==> src/hw/wit_consts.vh <==
// Constants for the watch and interval timer block.
// Overview of operation
// - Mode bits 6..4 pick interval tap 2^4..2^11 of watch clock; bit 7 picks source.
// - Mode bits 3..2 pick watch period 2^14, 2^13, 2^5 or 2^4 watch clocks.
// - Counter run bit 0 stops and clears the 5-bit counter; 1 lets it count.
// - Enable bit 0 stops watch and interval timing and holds prescaler and 5-bit counter cleared.
// - The 5-bit counter counts only while run and enable bits are both 1.
// - Mode register resets to zero and is readable and writable.
// - Clearing run clears only the 5-bit counter; interval timer keeps running.
// - Derived main-clock count clock reaches the timer only while feed enable is 1.
// - Derived count clock is main clock over 2^(m+1) times N, N zero meaning 256.
// - Watch interrupt repeats at the selected watch period while counting.
// - Interval interrupt repeats each time the selected prescaler tap elapses.
`ifndef WIT_CONSTS_VH
`define WIT_CONSTS_VH
`define WIT_ADR_W 28
`define WIT_ADR_MODE 28'hFFFF680
`define WIT_ADR_PMODE 28'hFFFF684
`define WIT_ADR_PCMP 28'hFFFF688
`define WIT_MODE_RST 8'h00
`define WIT_PMODE_RST 8'h00
`define WIT_PCMP_RST 8'h00
`define WIT_PMODE_MASK 8'h13
`define WIT_BIT_ENABLE 0
`define WIT_BIT_RUN 1
`define WIT_BIT_FLAG_LO 2
`define WIT_BIT_FLAG_HI 3
`define WIT_BIT_TAP_LO 4
`define WIT_BIT_TAP_HI 6
`define WIT_BIT_SRC 7
`define WIT_BIT_FEED 4
`define WIT_BIT_DIV_LO 0
`define WIT_BIT_DIV_HI 1
`define WIT_PRE_W 11
`define WIT_CNT_W 5
`define WIT_TAP_BASE 3
`define WIT_CNT_TAP 8
`define WIT_N_ZERO_VAL 9'h100
`define WIT_CMP_W 9
`endif

==> src/hw/wit_top.v <==
// Watch timer with interval timer behind a classic Wishbone slave.
//
// The Wishbone slave port was chosen for this implementation.
`include "wit_consts.vh"
module wit_top (
  input wire clk_i,
  input wire rst_i,
  input wire ce_i,
  input wire wb_cyc_i,
  input wire wb_stb_i,
  input wire wb_we_i,
  input wire [`WIT_ADR_W-1:0] wb_adr_i,
  input wire [3:0] wb_sel_i,
  input wire [31:0] wb_dat_i,
  output reg [31:0] wb_dat_o,
  output reg wb_ack_o,
  input wire sub_clock_i,
  output reg watch_irq_o,
  output reg interval_irq_o
);
  reg [7:0] watch_mode_control;
  reg [7:0] prescale_mode_reg;
  reg [7:0] prescale_compare_reg;
  reg sub_s1;
  reg sub_s2;
  reg sub_s3;
  reg [2:0] div_cnt;
  reg [`WIT_CMP_W-1:0] cmp_cnt;
  reg [`WIT_PRE_W-1:0] pre;
  reg [`WIT_CNT_W-1:0] cnt;
  reg [2:0] div_mask;
  reg [31:0] next_dat;
  wire watch_run_enable;
  wire counter_run;
  wire flag_time_sel_lo;
  wire flag_time_sel_hi;
  wire [2:0] tap_sel;
  wire clock_source_sel;
  wire main_clock_feed_enable;
  wire [1:0] source_divide_sel;
  wire req;
  wire wr;
  wire sub_tick;
  wire bgcs_tick;
  wire [`WIT_CMP_W-1:0] n_val;
  wire [`WIT_CMP_W-1:0] cmp_lim;
  wire brg_tick;
  wire fw_tick;
  wire [7:0] tap_hit;
  wire cnt_tick;
  wire cnt_wrap;
  wire cnt_half;
  wire watch_hit;

  assign watch_run_enable = watch_mode_control[`WIT_BIT_ENABLE];
  assign counter_run = watch_mode_control[`WIT_BIT_RUN];
  assign flag_time_sel_lo = watch_mode_control[`WIT_BIT_FLAG_LO];
  assign flag_time_sel_hi = watch_mode_control[`WIT_BIT_FLAG_HI];
  assign tap_sel = watch_mode_control[`WIT_BIT_TAP_HI:`WIT_BIT_TAP_LO];
  assign clock_source_sel = watch_mode_control[`WIT_BIT_SRC];
  assign main_clock_feed_enable = prescale_mode_reg[`WIT_BIT_FEED];
  assign source_divide_sel =
    prescale_mode_reg[`WIT_BIT_DIV_HI:`WIT_BIT_DIV_LO];

  assign req = wb_cyc_i & wb_stb_i & ~wb_ack_o;
  assign wr = req & wb_we_i & wb_sel_i[0];

  // Register file with byte-wide writes on lane 0.
  always @(posedge clk_i) begin
    if (rst_i) begin
      watch_mode_control <= `WIT_MODE_RST;
      prescale_mode_reg <= `WIT_PMODE_RST;
      prescale_compare_reg <= `WIT_PCMP_RST;
      wb_ack_o <= 1'b0;
      wb_dat_o <= 32'h00000000;
    end else if (ce_i) begin
      wb_ack_o <= req;
      if (req) begin
        wb_dat_o <= next_dat;
      end
      if (wr && wb_adr_i == `WIT_ADR_MODE) begin
        watch_mode_control <= wb_dat_i[7:0];
      end
      if (wr && wb_adr_i == `WIT_ADR_PMODE) begin
        prescale_mode_reg <= wb_dat_i[7:0] & `WIT_PMODE_MASK;
      end
      if (wr && wb_adr_i == `WIT_ADR_PCMP) begin
        prescale_compare_reg <= wb_dat_i[7:0];
      end
    end
  end

  // Read mux; unmapped addresses read as zero.
  always @* begin
    next_dat = 32'h00000000;
    case (wb_adr_i)
      `WIT_ADR_MODE: next_dat = {24'h000000, watch_mode_control};
      `WIT_ADR_PMODE: next_dat = {24'h000000, prescale_mode_reg};
      `WIT_ADR_PCMP: next_dat = {24'h000000, prescale_compare_reg};
      default: next_dat = 32'h00000000;
    endcase
  end

  // Subclock pin synchroniser and rising edge detect.
  always @(posedge clk_i) begin
    if (rst_i) begin
      sub_s1 <= 1'b0;
      sub_s2 <= 1'b0;
      sub_s3 <= 1'b0;
    end else if (ce_i) begin
      sub_s1 <= sub_clock_i;
      sub_s2 <= sub_s1;
      sub_s3 <= sub_s2;
    end
  end
  assign sub_tick = sub_s2 & ~sub_s3;

  // Source divider: one tick each 2^m main clocks.
  always @* begin
    case (source_divide_sel)
      2'b00: div_mask = 3'h0;
      2'b01: div_mask = 3'h1;
      2'b10: div_mask = 3'h3;
      default: div_mask = 3'h7;
    endcase
  end
  assign bgcs_tick = main_clock_feed_enable &
    ((div_cnt & div_mask) == div_mask);
  assign n_val = (prescale_compare_reg == 8'h00) ? `WIT_N_ZERO_VAL :
    {1'b0, prescale_compare_reg};
  assign cmp_lim = {n_val[`WIT_CMP_W-2:0], 1'b0} - 9'h001;
  assign brg_tick = bgcs_tick && (cmp_cnt == cmp_lim);

  always @(posedge clk_i) begin
    if (rst_i) begin
      div_cnt <= 3'h0;
      cmp_cnt <= 9'h000;
    end else if (ce_i) begin
      if (!main_clock_feed_enable) begin
        div_cnt <= 3'h0;
        cmp_cnt <= 9'h000;
      end else begin
        div_cnt <= div_cnt + 3'h1;
        if (brg_tick) begin
          cmp_cnt <= 9'h000;
        end else if (bgcs_tick) begin
          cmp_cnt <= cmp_cnt + 9'h001;
        end
      end
    end
  end

  assign fw_tick = clock_source_sel ? brg_tick : sub_tick;

  // Interval taps: tap i elapses when the low i+4 prescaler bits roll over.
  genvar gi;
  generate
    for (gi = 0; gi < 8; gi = gi + 1) begin : g_tap
      assign tap_hit[gi] = fw_tick & (&pre[gi+`WIT_TAP_BASE:0]);
    end
  endgenerate

  // The 5-bit counter runs on fw or on fw/2^9.
  assign cnt_tick = flag_time_sel_hi ? fw_tick : tap_hit[`WIT_CNT_TAP-3];
  assign cnt_wrap = cnt_tick & (&cnt);
  assign cnt_half = cnt_tick & (&cnt[`WIT_CNT_W-2:0]);
  assign watch_hit = counter_run &
    (flag_time_sel_lo ? cnt_half : cnt_wrap);

  always @(posedge clk_i) begin
    if (rst_i) begin
      pre <= 11'h000;
      cnt <= 5'h00;
      watch_irq_o <= 1'b0;
      interval_irq_o <= 1'b0;
    end else if (ce_i) begin
      if (!watch_run_enable) begin
        pre <= 11'h000;
        cnt <= 5'h00;
        watch_irq_o <= 1'b0;
        interval_irq_o <= 1'b0;
      end else begin
        if (fw_tick) begin
          pre <= pre + 11'h001;
        end
        if (!counter_run) begin
          cnt <= 5'h00;
        end else if (cnt_tick) begin
          cnt <= cnt + 5'h01;
        end
        watch_irq_o <= watch_hit;
        interval_irq_o <= tap_hit[tap_sel];
      end
    end
  end
endmodule // wit_top

==> config.mk <==
export PLATFORM = sky130hd
export DESIGN_NAME = wit_top
export DESIGN_NICKNAME = d
export VERILOG_FILES = /design/src/hw/wit_top.v
export VERILOG_INCLUDE_DIRS = /design/src /design/src/hw
export SDC_FILE = /design/constraint.sdc
export NUM_CORES = 1
export LEC_CHECK = 0
export BUFFER_PORTS_ARGS = -buffer_cell sky130_fd_sc_hd__buf_2
export CAP_MARGIN = 20
export CORE_ASPECT_RATIO = 1.4
export CORE_MARGIN = 4
export CORE_UTILIZATION = 55
export DETAILED_ROUTE_END_ITERATION = 12
export PLACE_DENSITY_LB_ADDON = 0.25
export SYNTH_ARGS = -nofsm -noshare
export SYNTH_HDL_FRONTEND = slang
export SYNTH_SLANG_ARGS = --single-unit
==> constraint.sdc <==
create_clock -name clk_i -period 5.6 [get_ports clk_i]
set_input_delay 0.28 -clock clk_i [delete_from_list [all_inputs] [get_ports clk_i]]
set_output_delay 0.28 -clock clk_i [all_outputs]
set_load 0.02 [all_outputs]
==> summary.md <==
| Metric | Value |
|---|---|
| CP Buf/Inv Count | 1 |
| Ports | 106 |
| Total internal power | 0.620 mW |
| Max-cap check violation count | 0 |
| Post-Synth XOR/XNOR Area | 0.0308 |
| Area fraction in and, or, nand and nor cells after synthesis | 0.246 |
| Total wire length | 7510 um |
| All-Layer GR Usage | 0.211 |
| Height of the chip | 101 um |
| Cell with the most instances after synthesis | dfxtp_1 |
| Area contributors post-synth | dfxtp_1 (36%), mux2i_1 (8.2%), buf_4 (5.3%), nor2_1 (4.2%), nand2_1 (3.8%) |
| Pin count of the biggest net entering global routing | 53 |
| Syn Inst Count | 395 |
| Fin. Hold Viols | 0 |
| Routed length per placed instance | 14.5 um |
| CP max stage delay | 0.64 ns |
| Nets | 525 |
| Clk buf depth | 2 |
| CP Depth | 10 |
| Switching power | 0.199 mW |
| RSZ-0062 raised after global routing | no |
| Synth Area in Adders | 0.0330 |
| Std-Cell Rows | 33 |
| Worst Skew | 0.0108 ns |
| Core ar. | 5950 um2 |
| Reg power frac | 0.532 |
| Outcome | finished clean |
| Antenna violations before repair | 0 |
| Hold Crit Depth | 3 |
| DP Wirelength | 5740 um |
| GRT overflow | 0 |
| Root Buffer | clkbuf_8 |
| Multi-input logic area | 2000 um2 |
| Post-route ant nets | 0 |
| Yosys top cell area share | 0.358 |
| Clk_lat worst skew | 0.34 ns |
| Iteration-0 DRC Markers | 136 |
| CTS resizes | 0 |
| Peak supply drop | 0.000140 V |
| Antenna diode count | 0 |
| Critical path arrival | 3.50 ns |
| Vias | 2907 |
| IO Port Bufs | 54 |
| Critical Path Start | prescale_compare_reg[0] |
| Drt drc | 0 |
| P_leak | 1.72 nW |
| Yosys warning count | 0 |
| Max Freq | 310 MHz |
| Critical Path Slowest Stage Cell | nor4b_1 |
| Vias in the first global route | 2789 |
| Most common library cells after synthesis | dfxtp_1 (61), nor2_1 (38), nand2_1 (35), mux2i_1 (28), buf_4 (24) |
| Yosys top cell by area | dfxtp_1 |
| Crit path max-delay family | simple AND/OR/NAND/NOR gates |
| Worst R2R Start | prescale_compare_reg[0] |
| Seq. cell area | 1220 um2 |
| Pins Over Slew Limit | 0 |
| CP startpoint kind | register |
| Worst Path Max Fanout | 7 |
| CTS tree | yes |
| Hold_sp | sub_clock_i |
| Post-synthesis compound-gate area fraction | 0.132 |
| Layout cell share with drive strength beyond 1 | 0.198 |
| Post-synthesis register bit count | 61 |
| DR vias/cell | 5.60 |
| Post-Syn Area | 3410 um2 |
| Clock Sinks | 61 |
| Routability cong. | 0.831 |
| # hold bufs at CTS | 0 |
| Chip width | 74.6 um |
| # Post-CTS Setup Buffers | 0 |
| Part of the power in combinational logic | 0.067 |
| Fill count | 529 |
| Post-Syn Area per Cell | 8.64 um2 |
| Area Growth Syn to Fin | 10.6% |
| Fin Setup TNS | 0 ns |
| PD cells | 217 nW/um2 |
| Worst path cell trace | inv_1 -> ha_1 -> nor4b_1 -> a211o_1 -> a21oi_1 -> or2_2 -> and4b_1 -> nor3_1 -> nand2b_1 -> o21ai_0 |
| First-pass GRT wire length | 12400 um |
| Initial cell density of the core | 0.574 |
| Final Power | 0.819 mW |
| Worst-path clk slew | 0.07 ns |
| Max reg flops | 11 |
| Biggest regs | pre x11, cmp_cnt x9 |
| Final min period | 3.23 ns |
| EDFF count, synth | 0 |
| Post-synthesis sequential area ratio | 0.358 |
| Pre-antenna DRT Iters | 5 |
| Worst Tran Pin Value | 0.938 ns |
| Unique masters post-synth | 58 |
| Total Die Area | 7550 um2 |
| Slew headroom | 0.375 |
| CP Class | reg2reg |
| Sw Ratio | 0.243 |
| Number of CTS-inserted buffers | 9 |
| Critical path endpoint category | register |
| Power share of the clock group | 0.402 |
| Most flops, register | pre |
| Hold Path Class | in2reg |
| Mux contribution to synthesized area | 0.118 |
| Final setup fails | 0 |
| Ys async rst share | 0 |
| CTS H-tree lvls | 3 |
| Worst R2R Path Depth | 10 |
| Main combinational cell family by area after synthesis | simple AND/OR/NAND/NOR gates |
| Data required, critical path | 5.87 ns |
| Fin crit share | 0.577 |
| Primary FF master, synth | dfxtp_1 |
## metal layers
metal	global-route usage	vias up	wire length, um	part of all wire
met5	0	-	0	0
li1	-	1462	-	-
met2	0.363	56	4110	0.55
met4	0.0973	0	209	0.028
met3	0.0596	19	306	0.041
met1	0.238	1370	2890	0.38
## metrics by stage
step                cell area (um2)  worst slack (ns)  std cells  utilization  hold WS, ns
detailed placement             3620              2.43        504        0.609        0.441
CTS                            3780              2.40        519        0.635        0.172
global placement               3620              2.49        504        0.609        0.440
finish                         3780              2.37        519        0.635        0.174
floorplan                      3500              2.75        418            -        0.424
global route                   3780              2.01        519        0.635        0.191
## cell usage in the layout (no fill, tap or decap), types with 3 or more instances in the layout
cell type and count:
nor3b_1 9, dfxtp_1 61, nand2_1 35, xor2_1 8, nor3_1 4, mux2i_1 28
and3_1 7, conb_1 24, o21ai_0 15, a22o_1 7, nor2_1 38, nor4_1 3
mux2_2 9, nor4b_1 3, nor2b_1 3, o21a_1 3, nand2b_1 7, ha_1 9
xnor2_1 4, or3_1 3, clkbuf_1 3, clkbuf_8 10, and4_1 3, inv_1 9
nand3_1 23, buf_2 54, a21oi_1 21, nand4_1 4, a211o_1 3
## final timing paths
check                      to  slack, ns
setup reg to reg   cmp_cnt[3]       2.37
hold reg to reg   wb_dat_o[2]       0.45
setup / recovery   cmp_cnt[3]       2.37
hold / removal         sub_s1       0.17
## cell families (layout without fill, tap and decap cells)
| family | count (synthesis) | in the layout |
|---|---|---|
| multiplexers | 38 | 38 |
| XOR/XNOR | 12 | 12 |
| AND/OR/NAND/NOR | 158 | 158 |
| AO/OA/AOI/OAI | 68 | 68 |
| adder cells (fa/ha/maj) | 9 | 9 |
| buffers and inverters | 48 | 79 |
| flip-flops | 61 | 61 |
| other | 1 | 24 |
## area by class of cell
cell class                 instances  share of cell area
sequential                        61               0.323
inverter                          10             0.00994
tap                               70              0.0232
timing repair buffer              54              0.0715
clock buffer                      13              0.0394
clock inverter                     2             0.00265
multi-input combinational        309               0.530
## power by group through the flow
stage / Sequential [mW] / Combinational [mW] / Clock, mW
6_report: 0.436 / 0.0546 / 0.329
5_1_grt: 0.435 / 0.0602 / 0.360
4_1_cts: 0.435 / 0.0541 / 0.337
3_5_place_dp: 0.445 / 0.0541 / 0
3_3_place_gp: 0.445 / 0.0533 / 0
2_1_floorplan: 0.445 / 0.0466 / 0
## worst min-delay path: stages
cell and delay, ns:
buf_2 0.07, mux2i_1 0.05, nor2_1 0.07
Power figures use the tool's default switching activity.
